--- config.mk ---
export PLATFORM = sky130hd
export DESIGN_NAME = external_wait_state_generator
export DESIGN_NICKNAME = d
export VERILOG_FILES = /design/src/core/wait_gen_pkg.sv /design/src/core/external_wait_state_generator.sv /design/src/core/wait_count_timer.sv
export SDC_FILE = /design/constraint.sdc
export NUM_CORES = 1
export LEC_CHECK = 0
export BUFFER_PORTS_ARGS = -buffer_cell sky130_fd_sc_hd__buf_2
export CAP_MARGIN = 10
export CORE_UTILIZATION = 45
export CTS_CLUSTER_SIZE = 8
export DETAILED_ROUTE_END_ITERATION = 8
export PLACE_DENSITY_LB_ADDON = 0.2
export SYNTH_ARGS = -nofsm -noshare
export SYNTH_HDL_FRONTEND = slang
export SYNTH_SLANG_ARGS = --single-unit
--- constraint.sdc ---
create_clock -name mclk_in -period 2.5 [get_ports mclk_in]
set_input_delay 0.375 -clock mclk_in [delete_from_list [all_inputs] [get_ports mclk_in]]
set_output_delay 0.375 -clock mclk_in [all_outputs]
set_load 0.02 [all_outputs]
--- src/core/wait_gen_pkg.sv ---
package wait_gen_pkg;

	// ------------------------------------------------------------
	// register location and layout
	// ------------------------------------------------------------
	localparam logic [15:0] CFG_PORT_ADDR = 16'hfffc; // i/o port of the config register
	localparam int FIELD_W = 3;
	localparam int CFG_W = 12;
	localparam int LOW_PROG_LSB = 0;
	localparam int HIGH_PROG_LSB = 3;
	localparam int DATA_LSB = 6;
	localparam int IO_LSB = 9;
	localparam logic [CFG_W-1:0] CFG_RESET = 12'hfff; // every field at seven waits
	localparam logic [15:0] UPPER_PROG_BASE = 16'h8000;
	localparam int UPPER_PROG_BIT = 15; // address bit that selects upper program space

	// ------------------------------------------------------------
	// external spaces
	// ------------------------------------------------------------
	typedef enum logic [1:0] {
		SPACE_PROG = 2'h0,
		SPACE_DATA = 2'h1,
		SPACE_IO = 2'h2
	} space_t;

	// ------------------------------------------------------------
	// access sequencer states
	// ------------------------------------------------------------
	typedef enum logic [1:0] {
		ST_IDLE = 2'h1,
		ST_WAIT = 2'h2
	} seq_state_t;

endpackage

--- src/core/external_wait_state_generator.sv ---
// Summary of operation
// each 3-bit wait field is a plain binary count giving 0 to 7 wait states.
// bits 2-0 set the waits for external lower program space, addresses 0 to 7fffh.
// bits 5-3 set the waits for external upper program space, from 8000h upward.
// bits 8-6 set the waits for every external data space access.
// bits 11-9 set the waits for every external i/o space access.
// ready held low may lengthen an access, but the programmed waits are always inserted.
// reset sets every bit of all four wait fields to one.
// the configuration register is reached as i/o port fffch.
// wait states are counted in whole machine cycles, on cycle boundaries.
// an access is stretched without limit while ready stays low.
// the four unused upper bits of the configuration register read as zero.
// an access ends only after its waits elapse and ready is then sampled high.
module external_wait_state_generator (
	// clock and reset
	input wire logic mclk_in,
	input wire logic rst_n_in,
	// external ready pin
	input wire logic ready_in,
	// access request from the core
	input wire logic access_req_in,
	input wire logic [1:0] access_space_in,
	input wire logic [15:0] access_addr_in,
	// i/o port access from the core
	input wire logic io_wr_in,
	input wire logic io_rd_in,
	input wire logic [15:0] io_addr_in,
	input wire logic [15:0] io_wdata_in,
	// access status
	output logic access_done_out,
	output logic wait_active_out,
	// i/o read data and configuration
	output logic [15:0] io_rdata_out,
	output logic [11:0] wait_config_out
);

	// ------------------------------------------------------------
	// state
	// ------------------------------------------------------------
	typedef struct packed {
		logic [wait_gen_pkg::CFG_W-1:0] cfg;
		wait_gen_pkg::seq_state_t state;
		logic ready_meta;
		logic ready_sync;
		logic done;
		logic busy;
		logic [15:0] rdata;
	} gen_state_t;

	gen_state_t st_reg;
	gen_state_t st_next;

	logic cfg_hit;
	logic start;
	logic [wait_gen_pkg::FIELD_W-1:0] field_sel;
	logic [wait_gen_pkg::FIELD_W-1:0] count;
	logic count_zero;
	logic step;

	assign cfg_hit = (io_addr_in == wait_gen_pkg::CFG_PORT_ADDR);
	assign start = access_req_in && (st_reg.state == wait_gen_pkg::ST_IDLE);
	assign step = (st_reg.state == wait_gen_pkg::ST_WAIT);

	// ------------------------------------------------------------
	// field selection by space
	// ------------------------------------------------------------

	// pick the wait field of the addressed space
	always_comb
	begin
		field_sel = st_reg.cfg[wait_gen_pkg::IO_LSB +: wait_gen_pkg::FIELD_W];
		unique case (access_space_in)
			wait_gen_pkg::SPACE_PROG:
			begin
				if (access_addr_in[wait_gen_pkg::UPPER_PROG_BIT])
				begin
					field_sel = st_reg.cfg[wait_gen_pkg::HIGH_PROG_LSB +: wait_gen_pkg::FIELD_W];
				end
				else
				begin
					field_sel = st_reg.cfg[wait_gen_pkg::LOW_PROG_LSB +: wait_gen_pkg::FIELD_W];
				end
			end
			wait_gen_pkg::SPACE_DATA:
			begin
				field_sel = st_reg.cfg[wait_gen_pkg::DATA_LSB +: wait_gen_pkg::FIELD_W];
			end
			default:
			begin
				field_sel = st_reg.cfg[wait_gen_pkg::IO_LSB +: wait_gen_pkg::FIELD_W];
			end
		endcase
	end

	// ------------------------------------------------------------
	// wait counter
	// ------------------------------------------------------------

	// binary down count, one per machine cycle
	wait_count_timer #(
		.WIDTH(wait_gen_pkg::FIELD_W)
	) u_timer (
		.mclk_in(mclk_in),
		.rst_n_in(rst_n_in),
		.load_in(start),
		.load_value_in(field_sel),
		.step_in(step),
		.count_out(count),
		.zero_out(count_zero)
	);

	// ------------------------------------------------------------
	// next state
	// ------------------------------------------------------------

	// config write, read data, ready sync and sequencer
	always_comb
	begin
		st_next = st_reg;
		st_next.done = 1'b0;
		st_next.ready_meta = ready_in;
		st_next.ready_sync = st_reg.ready_meta;
		if (io_wr_in && cfg_hit)
		begin
			st_next.cfg = io_wdata_in[wait_gen_pkg::CFG_W-1:0];
		end
		if (io_rd_in && cfg_hit)
		begin
			st_next.rdata = {4'h0, st_reg.cfg};
		end
		else if (io_rd_in)
		begin
			st_next.rdata = 16'h0000; // unmapped port
		end
		unique case (st_reg.state)
			wait_gen_pkg::ST_IDLE:
			begin
				if (start)
				begin
					st_next.state = wait_gen_pkg::ST_WAIT;
				end
			end
			wait_gen_pkg::ST_WAIT:
			begin
				// waits first, then ready, both on cycle boundaries
				if (count_zero && st_reg.ready_sync)
				begin
					st_next.done = 1'b1;
					st_next.state = wait_gen_pkg::ST_IDLE;
				end
				// ready low keeps the access open indefinitely
			end
			default:
			begin
				st_next.state = wait_gen_pkg::ST_IDLE;
			end
		endcase
		// busy flag registered so the status pin comes from a flop
		st_next.busy = (st_next.state == wait_gen_pkg::ST_WAIT);
	end

	// state register
	always_ff @(posedge mclk_in or negedge rst_n_in)
	begin
		if (!rst_n_in)
		begin
			st_reg.cfg <= wait_gen_pkg::CFG_RESET;
			st_reg.state <= wait_gen_pkg::ST_IDLE;
			st_reg.ready_meta <= 1'b0;
			st_reg.ready_sync <= 1'b0;
			st_reg.done <= 1'b0;
			st_reg.busy <= 1'b0;
			st_reg.rdata <= 16'h0000;
		end
		else
		begin
			st_reg <= st_next;
		end
	end

	// ------------------------------------------------------------
	// outputs
	// ------------------------------------------------------------
	assign access_done_out = st_reg.done;
	assign wait_active_out = st_reg.busy;
	assign io_rdata_out = st_reg.rdata;
	assign wait_config_out = st_reg.cfg;

	// ------------------------------------------------------------
	// checks
	// ------------------------------------------------------------

	// config comes out of reset at all ones
	a_cfg_reset_ones: assert property (@(posedge mclk_in)
		$rose(rst_n_in) |-> (wait_config_out == 12'hfff))
		else $error("config not all ones after reset");

	// write to the config port lands one cycle later
	a_cfg_port_write: assert property (@(posedge mclk_in) disable iff (!rst_n_in)
		(io_wr_in && io_addr_in == 16'hfffc) |=> (wait_config_out == $past(io_wdata_in[11:0])))
		else $error("config port write lost");

	// other ports leave the config alone
	a_cfg_other_port: assert property (@(posedge mclk_in) disable iff (!rst_n_in)
		(io_addr_in != 16'hfffc) |=> $stable(wait_config_out))
		else $error("config changed by other port");

	// upper read bits always zero
	a_upper_bits_zero: assert property (@(posedge mclk_in) disable iff (!rst_n_in)
		io_rdata_out[15:12] == 4'h0)
		else $error("reserved read bits not zero");

	// lower program space loads its field
	a_low_prog_load: assert property (@(posedge mclk_in) disable iff (!rst_n_in)
		(start && access_space_in == 2'h0 && !access_addr_in[15])
		|=> (count == $past(st_reg.cfg[2:0])))
		else $error("lower program wait count wrong");

	// upper program space loads its field
	a_high_prog_load: assert property (@(posedge mclk_in) disable iff (!rst_n_in)
		(start && access_space_in == 2'h0 && access_addr_in[15])
		|=> (count == $past(st_reg.cfg[5:3])))
		else $error("upper program wait count wrong");

	// data space loads its field
	a_data_load: assert property (@(posedge mclk_in) disable iff (!rst_n_in)
		(start && access_space_in == 2'h1) |=> (count == $past(st_reg.cfg[8:6])))
		else $error("data space wait count wrong");

	// i/o space loads its field
	a_io_load: assert property (@(posedge mclk_in) disable iff (!rst_n_in)
		(start && access_space_in == 2'h2) |=> (count == $past(st_reg.cfg[11:9])))
		else $error("io space wait count wrong");

	// one count per machine cycle
	a_count_step: assert property (@(posedge mclk_in) disable iff (!rst_n_in)
		(wait_active_out && !count_zero) |=> (count == $past(count) - 3'h1))
		else $error("wait count did not step by one");

	// seven waits with ready high end on the ninth edge
	a_seven_waits: assert property (@(posedge mclk_in) disable iff (!rst_n_in)
		(start && field_sel == 3'h7) ##1 st_reg.ready_sync[*8] |=> access_done_out)
		else $error("seven wait access timing wrong");

	// done only after waits elapsed and ready seen
	a_done_cause: assert property (@(posedge mclk_in) disable iff (!rst_n_in)
		access_done_out |-> ($past(count_zero) && $past(st_reg.ready_sync)))
		else $error("access ended early");

	// ready low holds the access open
	a_ready_stretch: assert property (@(posedge mclk_in) disable iff (!rst_n_in)
		(wait_active_out && !st_reg.ready_sync) |=> (wait_active_out && !access_done_out))
		else $error("access ended while ready low");

endmodule

--- src/core/wait_count_timer.sv ---
module wait_count_timer #(
	parameter int WIDTH = 3
) (
	// clock and reset
	input wire logic mclk_in,
	input wire logic rst_n_in,
	// control
	input wire logic load_in,
	input wire logic [WIDTH-1:0] load_value_in,
	input wire logic step_in,
	// state
	output logic [WIDTH-1:0] count_out,
	output logic zero_out
);

	typedef struct packed {
		logic [WIDTH-1:0] count;
	} timer_t;

	timer_t timer_reg;
	timer_t timer_next;

	// load on a new access, else step down once per machine cycle
	always_comb
	begin
		timer_next = timer_reg;
		if (load_in)
		begin
			timer_next.count = load_value_in;
		end
		else if (step_in && (timer_reg.count != '0))
		begin
			timer_next.count = timer_reg.count - WIDTH'(1);
		end
	end

	// state register
	always_ff @(posedge mclk_in or negedge rst_n_in)
	begin
		if (!rst_n_in)
		begin
			timer_reg <= '0;
		end
		else
		begin
			timer_reg <= timer_next;
		end
	end

	assign count_out = timer_reg.count;
	assign zero_out = (timer_reg.count == '0);

endmodule

# Word-level counts from Yosys, hierarchy flattened
# Cells that the tools add are included.
dict set report totals {
  regBits 37
  output_inout_bits 30
  wordCells 35
  input_bits 56
}
dict set report op_classes {
  muxes 11
  add_sub_neg 1
  n_eq_ne 5
  n_reduce_logical 10
}
# op n
set op_table {}
lappend op_table {{$mux 16} 2}
lappend op_table {{$eq 16x16->1 const B} 1}
lappend op_table {{$mux 3} 3}
lappend op_table {{$pmux 3 s2} 1}
lappend op_table {{$logic_and 1x1->1} 5}
lappend op_table {{$eq 2x1->1 const B} 2}
lappend op_table {{$eq 2x2->1 const B} 2}
lappend op_table {{$mux 2} 2}
lappend op_table {{$pmux 2 s2} 1}
lappend op_table {{$reduce_bool 2->1} 2}
lappend op_table {{$logic_not 3->1} 1}
lappend op_table {{$reduce_bool 3->1} 1}
lappend op_table {{$sub 3x1->3 const B} 1}
lappend op_table {{$logic_not 2->1} 1}
lappend op_table {{$mux 1} 2}

# Depth between registers and ports, before layout
# Gate-level depths: netlist of the first run.
dict set report logic_depth {
  depth_word 5
  depth_mapped 6
  mapped_depth_nobuf 6
}

# Cells and area by module
# A second synthesis of the first run with hierarchy kept.
dict set report hier_totals {
  cells_unflattened 144
  hier_area_um2 1722.9
}
# mod cells_per_inst seq_area_each_um2 instances area_each_um2
set by_module_without_submodules {}
lappend by_module_without_submodules {external_wait_state_generator 125 767.0 1 1515.2}
lappend by_module_without_submodules {wait_count_timer 19 75.1 1 207.7}

# Worst setup path after synthesis of the first run
# OpenSTA, ideal clock, no wires.
dict set report synth_path {
  path_type {input to register}
  from {in io_addr_in[0]}
  to {reg st_reg, in the netlist wait_config_out[0]}
  required_time_ns 2.418
  path_stages 5
  path_buffers 1
  setup_slack_ns 0.989
  arrival_ns 1.429
  setup_ns 0.082
  cell_sequence {nand4bb_1 nor4_2 nand2_1 buf_6 mux2_4}
}
dict set report synth_via {
  elab_chain_cells 2
}
# item line_no
set synth_rtl {}
lappend synth_rtl {{start: declaration} external_wait_state_generator.sv:27} ;# input wire logic [15:0] io_addr_in,
lappend synth_rtl {{$eq 16x16->1} external_wait_state_generator.sv:60} ;# assign cfg_hit = (io_addr_in == wait_gen_pkg::CFG_PORT_ADDR);
lappend synth_rtl {{$logic_and 1x1->1} external_wait_state_generator.sv:123} ;# if (io_wr_in && cfg_hit)
lappend synth_rtl {{end signal: assignment} external_wait_state_generator.sv:177} ;# st_reg <= st_next;
lappend synth_rtl {{end: declaration} external_wait_state_generator.sv:50} ;# gen_state_t st_reg;
# No other way between the ends.
# A chain may end at the register's enable or synchronous reset.

# Final worst setup path of the first run
dict set report layout_path {
  from {reg u_timer.timer_reg, in the netlist u_timer.count_out[0]}
  to {reg u_timer.timer_reg, in the netlist u_timer.count_out[1]}
}
dict set report layout_via {
  elab_chain_cells 3
  word_cells_on_any_way 6
  classes_between {add/sub (1); mux (2); reduce/logical (3)}
}
# item line_no
set layout_rtl {}
lappend layout_rtl {{start: declaration} wait_count_timer.sv:20} ;# timer_t timer_reg;
lappend layout_rtl {{start signal: assignment} wait_count_timer.sv:46} ;# timer_reg <= timer_next;
lappend layout_rtl {{$sub 3x1->3 or $reduce_bool 3->1 (tied branches)} {wait_count_timer.sv:33, wait_count_timer.sv:31}}
lappend layout_rtl {{$mux 3 or $logic_and 1x1->1 (tied branches)} wait_count_timer.sv:31} ;# else if (step_in && (timer_reg.count != '0))
lappend layout_rtl {{$mux 3 or $reduce_bool 2->1 (tied branches)} n/a}
# Several ways; a longest one is shown, not always the timed one. The select of a mux whose other input is x is not followed.

==> reports/metrics.csv, run 1 <==
stage,metric,value,unit
setup_path,"Buf+Inv Stages, Crit Path",2,
sta,max_slew headroom,53.7,%
run,MaxCap Viol Count,0,
die,Std-Cell Rows,21,
sta,RSZ-0062 raised after global routing,false,
clocking,TritonCTS Sinks,33,
yosys,post-synth cell types,30,
die,DIE AREA,4020,µm²
yosys,Post-synth top cells,"28 x buf_4, 20 x dfrtp_1, 13 x dfstp_2",
die,Die Wd,63.4,µm
setup_path,"Largest delay share family, worst path",multiplexers,
drt,Initial DRC Count,24,
clocking,clk_lat worst skew,0.28,ns
yosys,synth top area cells,"dfrtp_1 29%, dfstp_2 20%, buf_4 12%",
clocking,CTS Hold Bufs,0,
setup_path,Critical Path RT,2.70,ns
setup_path,crit path cell chain,inv_1 > ha_1 > inv_1 > o21ai_0 > mux2_2 > mux2i_1,
setup_path,slowest cell on the critical path,mux2_2,
setup_path,startpoint types,flip-flop,
drt,WL/cell,13.7,µm
setup_path,crit path DAT,1.88,ns
global_route,largest net degree at the start of global routing,34,
yosys,"Seq/Total Area, Yosys",49.6,%
sta,endpoints failing setup,0,
yosys,Mean Syn Cell Area,12.2,µm²
sta,fmax,597,MHz
yosys,most common cell in the netlist,buf_4,
setup_path,Setup Crit Path Kind,flip-flop to flip-flop,
clocking,CTS root buf,clkbuf_8,
yosys,"area leader, netlist",dfrtp_1,
setup_path,"most used cell, CP",inv_1,
setup_path,Crit. End Element,flip-flop,
pwr,maximum vdd drop,0.458,mV
clocking,post-CTS setup buffers,0,
yosys,"FFs w/ async S/R, synth",100,%
die,IO Count,86,
die,Initial Utilization,48.9,%
layout,Diodes inserted,0,
sta,Hold Fails Final Rpt,0,
worst_hold_path,worst hold path class,input port to async pin,
placed_design,I/O Buffers,62,
yosys,Synth top area share,29.5,%
clocking,Max Root-Sink Buffers,2,
sta,Final Critical Period,1.68,ns
yosys,Post-synth EDFFs,0,
clocking,CTS HTree Levels,2,
drt,Antenna Nets Post-Route,0,
layout,layout cell share with drive strength beyond 1,53.8,%
global_route,vias in the first global route,1168,
global_route,initial antenna violation count,0,
yosys,Ys Warns,0,
die,Die H,63.4,µm
placed_design,dpl hpwl,2400,µm
pwr,power per cell area,718,nW/µm²
yosys,Main synth FF type,dfrtp_1,
drt,total number of vias,1114,
clocking,CTS tree,done,
global_route,grt ovf,0,
placed_design,Placer Congestion,0.780,
pwr,Lkg Pwr,0.00107,µW
clocking,CTS buffer count,5,
drt,DRC,0,
sta,Clock Skew,0.00427,ns
sta,Slew @ Worst Pin,0.694,ns
drt,vias per inst,4.89,
sta,setup_tns,0,ns
sta,final worst path period share,67.0,%
yosys,synthesized flop and latch total,33,
setup_path,CP Max Fanout,3,
global_route,first-pass GRT wire length,5190,µm
die,core region area,3470,µm²
layout,layout net count,241,
clocking,PostCTS Resize Cnt,0,
layout,synthesis-to-layout area growth,16.1,%
setup_path,Max stage delay on crit path,0.38,ns
yosys,cells after synthesis,139,
sta,worst hold slack,0.138,ns
global_route,total track usage,17.2,%
drt,WL final,3130,µm
sta,"Slew Viols, Final",0,
yosys,Mapped Area,1700,µm²
status,status,"finished, final reports clean",
drt,drt first pass iters,4,
clocking,register clock-pin slew on the reported worst setup and hold paths,0.06,ns
[report_power, final]
group,internal [µW],switching [µW]
logic,127,165
registers,591,29.2
clock network,325,176
[kinds of logic after synthesis]
| family | after synthesis | share of synthesized area (%) |
|---|---|---|
| other | 1 | 0.221 |
| AND/OR/NAND/NOR | 19 | 6.49 |
| adder cells (fa/ha/maj) | 4 | 2.95 |
| buffers and inverters | 39 | 15.3 |
| multiplexers | 21 | 15.6 |
| flip-flops | 33 | 49.6 |
| XOR/XNOR | 1 | 0.516 |
| AO/OA/AOI/OAI | 21 | 9.29 |
[cell type report]
class / count / area (µm²)
clock buffer: 7 / 86.3
clock inverter: 1 / 30.0
fill: 317 / 1500
inverter: 8 / 30.0
multi-input combinational: 70 / 606
sequential: 33 / 842
tap: 46 / 57.6
timing repair buffer: 63 / 318
[through the flow]
stage	instances	cell area, µm²	total power (µW)	utilization (%)	worst slack, ns
after floorplan	142	1710	829	-	0.989
after global placement	220	1850	898	53.4	0.839
after detailed placement	220	1850	921	53.4	0.812
after CTS	228	1970	1430	56.8	0.827
after global routing	228	1970	1500	56.8	0.799
final	228	1970	1410	56.8	0.824
[per-layer routing]
layer | track usage, % | vias to the layer above | wire length [µm]
met4 | 6.82 | 0 | 29
met5 | 0 | - | 0
li1 | - | 529 | -
met3 | 4.53 | 4 | 217
met2 | 29.5 | 52 | 1590
met1 | 20.2 | 529 | 1290
[final timing paths]
| kind | from | end | slack (ns) | depth (start not counted) |
|---|---|---|---|---|
| max | u_timer.count_out[0] | u_timer.count_out[1] | 0.82 | 6 |
| min | rst_n_in | access_done_out | 0.14 | 1 |
| max reg2reg | u_timer.count_out[0] | u_timer.count_out[1] | 0.82 | 6 |
| min reg2reg | st_next[18] | st_reg[18] | 0.35 | 0 |
| max in group asynchronous | rst_n_in | io_rdata_out[9] | 1.91 | 1 |
| min in group mclk_in | ready_in | st_next[18] | 0.20 | 1 |
[layout by cell type, fill, tap and decap left out]
cell,count
buf_2,62
dfrtp_1,20
dfstp_2,13
a22o_1,12
mux2_4,10
inv_1,8
mux2i_1,8
nand2_1,6
clkbuf_8,6
o21ai_0,4
ha_1,4
conb_1,4
nor2_1,3
nand4_1,3
mux2_2,3
and3b_1,1
nor2b_1,1
o22ai_1,1
a31oi_1,1
o21bai_1,1
and2_1,1
nand4bb_1,1
nor4_2,1
and2_2,1
nor3_1,1
a211oi_1,1
a21oi_1,1
xnor2_1,1
bufinv_16,1
clkbuf_1,1
buf_4,1
Note: power is estimated with default switching activity, not from simulation.
==> inputs of run 2 (changes only) <==
ABC_AREA = 1   (was unset)
clock period = 1.7 ns   (was 2.5 ns; I/O delays follow)
==> reports/metrics.csv, run 2 <==
stage,metric,value,unit,change
status,status,"finished, final reports clean",,
clocking,CTS HTree Levels,2,,unchanged
setup_path,worst reg2reg path startpoint,st_reg[20],,
drt,total number of vias,1504,,+35%
setup_path,crit path DAT,1.60,ns,-0.28 ns
global_route,initial antenna violation count,0,,unchanged
drt,DRC,0,,unchanged
global_route,grt ovf,0,,unchanged
clocking,TritonCTS Sinks,33,,unchanged
die,Die Wd,66.0,µm,+4.1%
sta,RSZ-0062 raised after global routing,false,,
yosys,"FFs w/ async S/R, synth",100,%,unchanged
setup_path,crit path cell chain,inv_1 > ha_1 > nand2_1 > inv_1 > nor2_1 > inv_1 > nand3_1 > nand2_1,,
setup_path,"Buf+Inv Stages, Crit Path",3,,+1
global_route,total track usage,18.8,%,+1.6 points
yosys,post-synth cell types,18,,-40%
layout,layout cell share with drive strength beyond 1,31.7,%,-22 points
setup_path,Setup crit start,st_reg[20],,
die,core region area,3800,µm²,+9.5%
yosys,"Seq/Total Area, Yosys",45.7,%,-4.0 points
yosys,synth top area cells,"dfrtp_1 27%, dfstp_2 19%, nand2_1 15%",,
clocking,CTS tree,done,,
setup_path,"Largest delay share family, worst path",flip-flops,,
sta,worst hold slack,0.0800,ns,-0.0576 ns
drt,routed wl met2,1560,µm,-1.8%
yosys,Mean Syn Cell Area,7.85,µm²,-36%
drt,met3 wire length,234,µm,+7.8%
run,MaxCap Viol Count,0,,unchanged
placed_design,I/O Buffers,62,,unchanged
clocking,CTS Hold Bufs,1,,+1
layout,synthesis-to-layout area growth,14.2,%,
clocking,register clock-pin slew on the reported worst setup and hold paths,0.07,ns,about the same
layout,Fill cells,374,,+18%
sta,Clock Skew,0.00472,ns,+0.000449 ns
clocking,PostCTS Resize Cnt,0,,unchanged
setup_path,Critical Path RT,1.87,ns,-0.83 ns
yosys,Post-synth EDFFs,0,,unchanged
yosys,"area leader, netlist",dfrtp_1,,
drt,vias per inst,4.61,,-5.6%
sta,"Slew Viols, Final",0,,unchanged
yosys,Post-synth top cells,"74 x nand2_1, 32 x nand3_1, 29 x buf_4",,
die,Die H,66.0,µm,+4.1%
drt,WL/cell,11.1,µm,-19%
setup_path,Worst R2R Setup Slack,0.26,ns,-0.56 ns
layout,layout net count,337,,+40%
drt,WL final,3600,µm,+15%
clocking,CTS buffer count,5,,unchanged
setup_path,Crit. End Element,flip-flop,,
drt,uppermost routed layer,met4,,
yosys,Mapped Area,1840,µm²,+8.7%
setup_path,Setup Crit Path Kind,flip-flop to flip-flop,,
pwr,power per cell area,963,nW/µm²,+34%
setup_path,"most used cell, CP",inv_1,,
die,DIE AREA,4360,µm²,+8.4%
setup_path,worst reg-to-reg path cell count,8,,+2
yosys,cells after synthesis,235,,+69%
clocking,Max Root-Sink Buffers,2,,unchanged
clocking,post-CTS setup buffers,0,,unchanged
pwr,Lkg Pwr,0.00124,µW,+15%
placed_design,Placer Congestion,0.883,,+13%
yosys,Main synth FF type,dfrtp_1,,
die,IO Count,86,,unchanged
sta,setup_tns,0,ns,unchanged
pwr,maximum vdd drop,0.458,mV,about the same
die,Std-Cell Rows,22,,+4.8%
yosys,most common cell in the netlist,nand2_1,,
drt,Initial DRC Count,60,,+150%
setup_path,CP Max Fanout,4,,+1
setup_path,Max stage delay on crit path,0.55,ns,+0.17 ns
drt,Antenna Nets Post-Route,0,,unchanged
placed_design,dpl hpwl,2680,µm,+12%
layout,post-layout util,55.5,%,-1.3 points
global_route,vias in the first global route,1381,,+18%
yosys,Synth top area share,27.1,%,-2.4 points
setup_path,Setup crit end,u_timer.count_out[2],,
yosys,synthesized flop and latch total,33,,unchanged
sta,fmax,696,MHz,+17%
sta,Hold Fails Final Rpt,0,,unchanged
layout,multi-input logic area,669,µm²,+11%
layout,"most common cell after layout, fill and taps aside",nand2_1,,
sta,Final Critical Period,1.44,ns,-0.238 ns
sta,final worst path period share,84.6,%,+18 points
clocking,CTS root buf,clkbuf_8,,
yosys,Ys Warns,0,,unchanged
drt,M1 WL,1740,µm,+34%
sta,endpoints failing setup,0,,unchanged
drt,drt first pass iters,4,,unchanged
setup_path,startpoint types,flip-flop,,
layout,Diodes inserted,0,,unchanged
setup_path,stages on the worst setup path,8,,+2
clocking,clk_lat worst skew,0.28,ns,about the same
layout,FF/Latch Area,842,µm²,unchanged
layout,"commonest cells after routing, fill and taps aside","74 x nand2_1, 62 x buf_2, 32 x nand3_1",,
setup_path,slowest cell on the critical path,dfstp_2,,
global_route,first-pass GRT wire length,6090,µm,+17%
setup_path,Reg2Reg Capture Point,u_timer.count_out[2],,
die,Initial Utilization,48.6,%,-0.37 points
worst_hold_path,worst hold path class,input port to flip-flop,,
global_route,largest net degree at the start of global routing,34,,unchanged
[run 2: changes by cell type after synthesis, sizes merged, moves of 12 or more]
cell   change
inv       +16
nand3     +35
nand2     +68
mux2      -13
a22o      -12
nor2      +16
[run 2: worst register-to-register path: stages (launching register included)]
cell	delay, ns
dfstp_2	0.55
inv_1	0.04
ha_1	0.23
nand2_1	0.12
inv_1	0.06
nor2_1	0.12
inv_1	0.07
nand3_1	0.08
nand2_1	0.06
[run 2: metal layers]
layer  up-vias  GRT usage [%]
li1        781              -
met1       668           24.3
met2        51           29.1
met3         4           5.69
met4         0           7.98
met5         -              0
[run 2: area by class of cell]
type	count	area share [%]
sequential	33	40.0
clock buffer	8	4.28
multi-input combinational	147	31.8
tap	48	2.85
timing repair buffer	66	16.9
inverter	24	4.28
[run 2: metrics by stage]
stage | setup WS [ns] | power (µW) | instances | instance area, µm²
2_1_floorplan | 0.404 | 1300 | 238 | 1860
3_3_place_gp | 0.305 | 1430 | 317 | 2010
3_5_place_dp | 0.279 | 1450 | 317 | 2010
4_1_cts | 0.244 | 2050 | 326 | 2110
5_1_grt | 0.0758 | 2190 | 326 | 2110
6_report | 0.262 | 2030 | 326 | 2110
[run 2: kinds of logic (layout without fill, tap and decap cells)]
logic type / Yosys count / count (layout) / share of synthesized area (%)
AOI/OAI and AO/OA: 10 / 10 / 2.78
and+or+nand+nor: 129 / 129 / 30.0
other: 1 / 4 / 0.203
DFF: 33 / 33 / 45.7
buffers and inverters: 58 / 98 / 18.7
adders and majority gates: 4 / 4 / 2.71
[run 2: worst min-delay path by stage]
stage / from / to / slack [ns] / depth (start not counted)
6_report: ready_in / st_next[18] / 0.08 / 1
5_1_grt: ready_in / st_next[18] / 0.06 / 1
4_1_cts: ready_in / st_next[18] / 0.07 / 1
3_5_place_dp: rst_n_in / io_rdata_out[8] / 0.30 / 2
3_3_place_gp: rst_n_in / io_rdata_out[8] / 0.30 / 2
2_1_floorplan: rst_n_in / access_done_out / -0.04 / 0
[run 2: report_power, final]
part	switching, µW	total, µW	internal [µW]
registers	37.5	910	873
clock network	263	593	330
logic	327	525	198
total	628	2030	1400
==> inputs of run 3 (changes only) <==
ABC_AREA = 0   (was 1)
clock period = 1.5 ns   (was 1.7 ns; I/O delays follow)
==> reports/metrics.csv, run 3 (same netlist as run 1, synthesis figures left out) <==
stage,metric,value,unit,change
global_route,initial antenna violation count,0,,unchanged
status,status,"finished, final reports clean",,
setup_path,Setup Crit Path Kind,flip-flop to flip-flop,,
global_route,first-pass GRT wire length,5270,µm,-13%
drt,DRC,0,,unchanged
die,DIE AREA,4020,µm²,-7.8%
die,IO Count,86,,unchanged
pwr,maximum vdd drop,0.587,mV,+28%
sta,Hold Fails Final Rpt,0,,unchanged
setup_path,crit path DAT,1.62,ns,+0.02 ns
worst_hold_path,worst hold path class,input port to flip-flop,,
placed_design,dpl hpwl,2500,µm,-6.8%
layout,layout net count,247,,-27%
setup_path,Critical Path RT,1.70,ns,-0.17 ns
pwr,power per cell area,1200,nW/µm²,+24%
clocking,Max Root-Sink Buffers,2,,unchanged
clocking,CTS root buf,clkbuf_8,,
sta,PnR worst setup slack,0.0788,ns,-0.183 ns
global_route,largest net degree at the start of global routing,19,,-44%
setup_path,Setup crit end,u_timer.count_out[1],,
global_route,total track usage,17.3,%,-1.5 points
layout,"commonest cells after routing, fill and taps aside","62 x buf_2, 20 x dfrtp_1, 13 x dfstp_2",,
sta,fmax,704,MHz,+1.2%
setup_path,worst reg2reg path startpoint,st_reg[20],,
layout,synthesis-to-layout area growth,20.9,%,
clocking,TritonCTS Sinks,33,,unchanged
die,Initial Utilization,48.9,%,+0.37 points
pwr,Lkg Pwr,0.00111,µW,-10%
pwr,Pint,1810,µW,+29%
setup_path,startpoint types,flip-flop,,
clocking,CTS HTree Levels,2,,unchanged
sta,endpoints failing setup,0,,unchanged
clocking,CTS buffer count,5,,unchanged
drt,Antenna Nets Post-Route,0,,unchanged
sta,final worst path period share,94.7,%,+10 points
die,core region area,3470,µm²,-8.7%
layout,final cell count without fillers,234,,-28%
sta,RSZ-0062 raised after global routing,false,,
placed_design,dpl cells,225,,-29%
sta,Final Critical Period,1.42,ns,-0.0165 ns
global_route,vias in the first global route,1183,,-14%
layout,"most common cell after layout, fill and taps aside",buf_2,,
drt,WL/cell,13.7,µm,+24%
pwr,sw frac,26.1,%,-4.8 points
pwr,Seq pwr share,41.8,%,-3.1 points
placed_design,Area after DPL,1920,µm²,-4.6%
setup_path,worst reg-to-reg path cell count,5,,-3
pwr,power share of the clock group,33.9,%,+4.7 points
drt,Initial DRC Count,42,,-30%
run,MaxCap Viol Count,0,,unchanged
sta,setup_tns,0,ns,unchanged
placed_design,I/O Buffers,62,,unchanged
drt,WL final,3210,µm,-11%
layout,post-layout util,59.1,%,+3.7 points
die,Die H,63.4,µm,-4.0%
die,Die Wd,63.4,µm,-4.0%
drt,vias per inst,5.03,,+9.0%
clocking,clk_lat worst skew,0.27,ns,about the same
sta,Clock Skew,0.00281,ns,-0.00191 ns
sta,"Slew Viols, Final",0,,unchanged
drt,total number of vias,1177,,-22%
die,Std-Cell Rows,21,,-4.5%
setup_path,Reg2Reg Capture Point,u_timer.count_out[1],,
drt,drt first pass iters,3,,-1
setup_path,CP Max Fanout,5,,+1
pwr,Comb pwr share,24.4,%,-1.5 points
placed_design,Post-Place Worst Slack,-0.0340,ns,-0.313 ns
layout,layout cell share with drive strength beyond 1,56.4,%,+25 points
layout,Diodes inserted,0,,unchanged
setup_path,Worst R2R Setup Slack,0.08,ns,-0.18 ns
layout,Final Cell Area,2050,µm²,-2.7%
global_route,grt ovf,0,,unchanged
clocking,register clock-pin slew on the reported worst setup and hold paths,0.06,ns,about the same
clocking,post-CTS setup buffers,0,,unchanged
placed_design,Placer Congestion,0.769,,-13%
clocking,CTS tree,done,,
pwr,Net Switching,641,µW,+2.1%
setup_path,Setup crit start,st_reg[20],,
setup_path,Crit. End Element,flip-flop,,
==> run 3: cell types whose count changed in the layout (fill, tap and decap cells not counted), moves of 8 or more <==
cell / previous run / this run
nand3_1: 32 / 0
nand2_1: 74 / 5
mux2_4: 0 / 10
mux2i_1: 0 / 8
inv_1: 24 / 8
nor2_1: 18 / 3
a22o_1: 0 / 12
==> run 3: how the worst min path moves through the flow <==
stage | from | to | depth (start not counted)
finish | ready_in | st_next[18] | 1
global placement | rst_n_in | wait_active_out | 1
detailed placement | rst_n_in | wait_active_out | 1
global route | ready_in | st_next[18] | 1
floorplan | rst_n_in | access_done_out | 0
CTS | ready_in | st_next[18] | 1
==> run 3: power groups by stage <==
stage | Clock (µW) | Sequential [µW] | Combinational, µW
after CTS | 851 | 1020 | 588
after global placement | 0 | 1030 | 541
after global routing | 903 | 1040 | 671
after floorplan | 0 | 1050 | 327
after detailed placement | 0 | 1030 | 579
final | 830 | 1020 | 598
==> run 3: final cells by class <==
class,instances,area [µm²]
clock inverter,1,30.0
fill,309,1420
timing repair buffer,69,390
clock buffer,7,86.3
multi-input combinational,70,614
sequential,33,842
tap,46,57.6
inverter,8,30.0
==> run 3: what timing repair did <==
item / in CTS / in global routing
pin swaps: 0 / 1
endpoints found under the hold margin: 11 / 0
setup endpoints to repair: 1 / 2
resized for setup: 2 / 2
hold buffers: 1 / 0
==> run 3: metrics by stage <==
| step | hold slack (ns) | power, µW |
|---|---|---|
| after global routing | 0.0487 | 2610 |
| after global placement | 0.166 | 1570 |
| after CTS | 0.0451 | 2460 |
| final | 0.0545 | 2450 |
| after detailed placement | 0.169 | 1610 |
| after floorplan | -0.0706 | 1380 |
==> run 3: per-layer routing <==
metal / vias to the layer above / routed length [µm] / global-route usage (%)
met4: 0 / 65 / 8.24
met1: 572 / 1320 / 20.6
li1: 544 / - / -
met3: 7 / 196 / 4.71
met5: - / 0 / 0
met2: 54 / 1630 / 28.6
==> run 3: worst max-delay path, cell delays in order, from the launching register on <==
cell,delay [ns]
dfstp_2,0.53
inv_1,0.05
ha_2,0.21
o21ai_2,0.08
mux2_2,0.35
mux2i_1,0.12
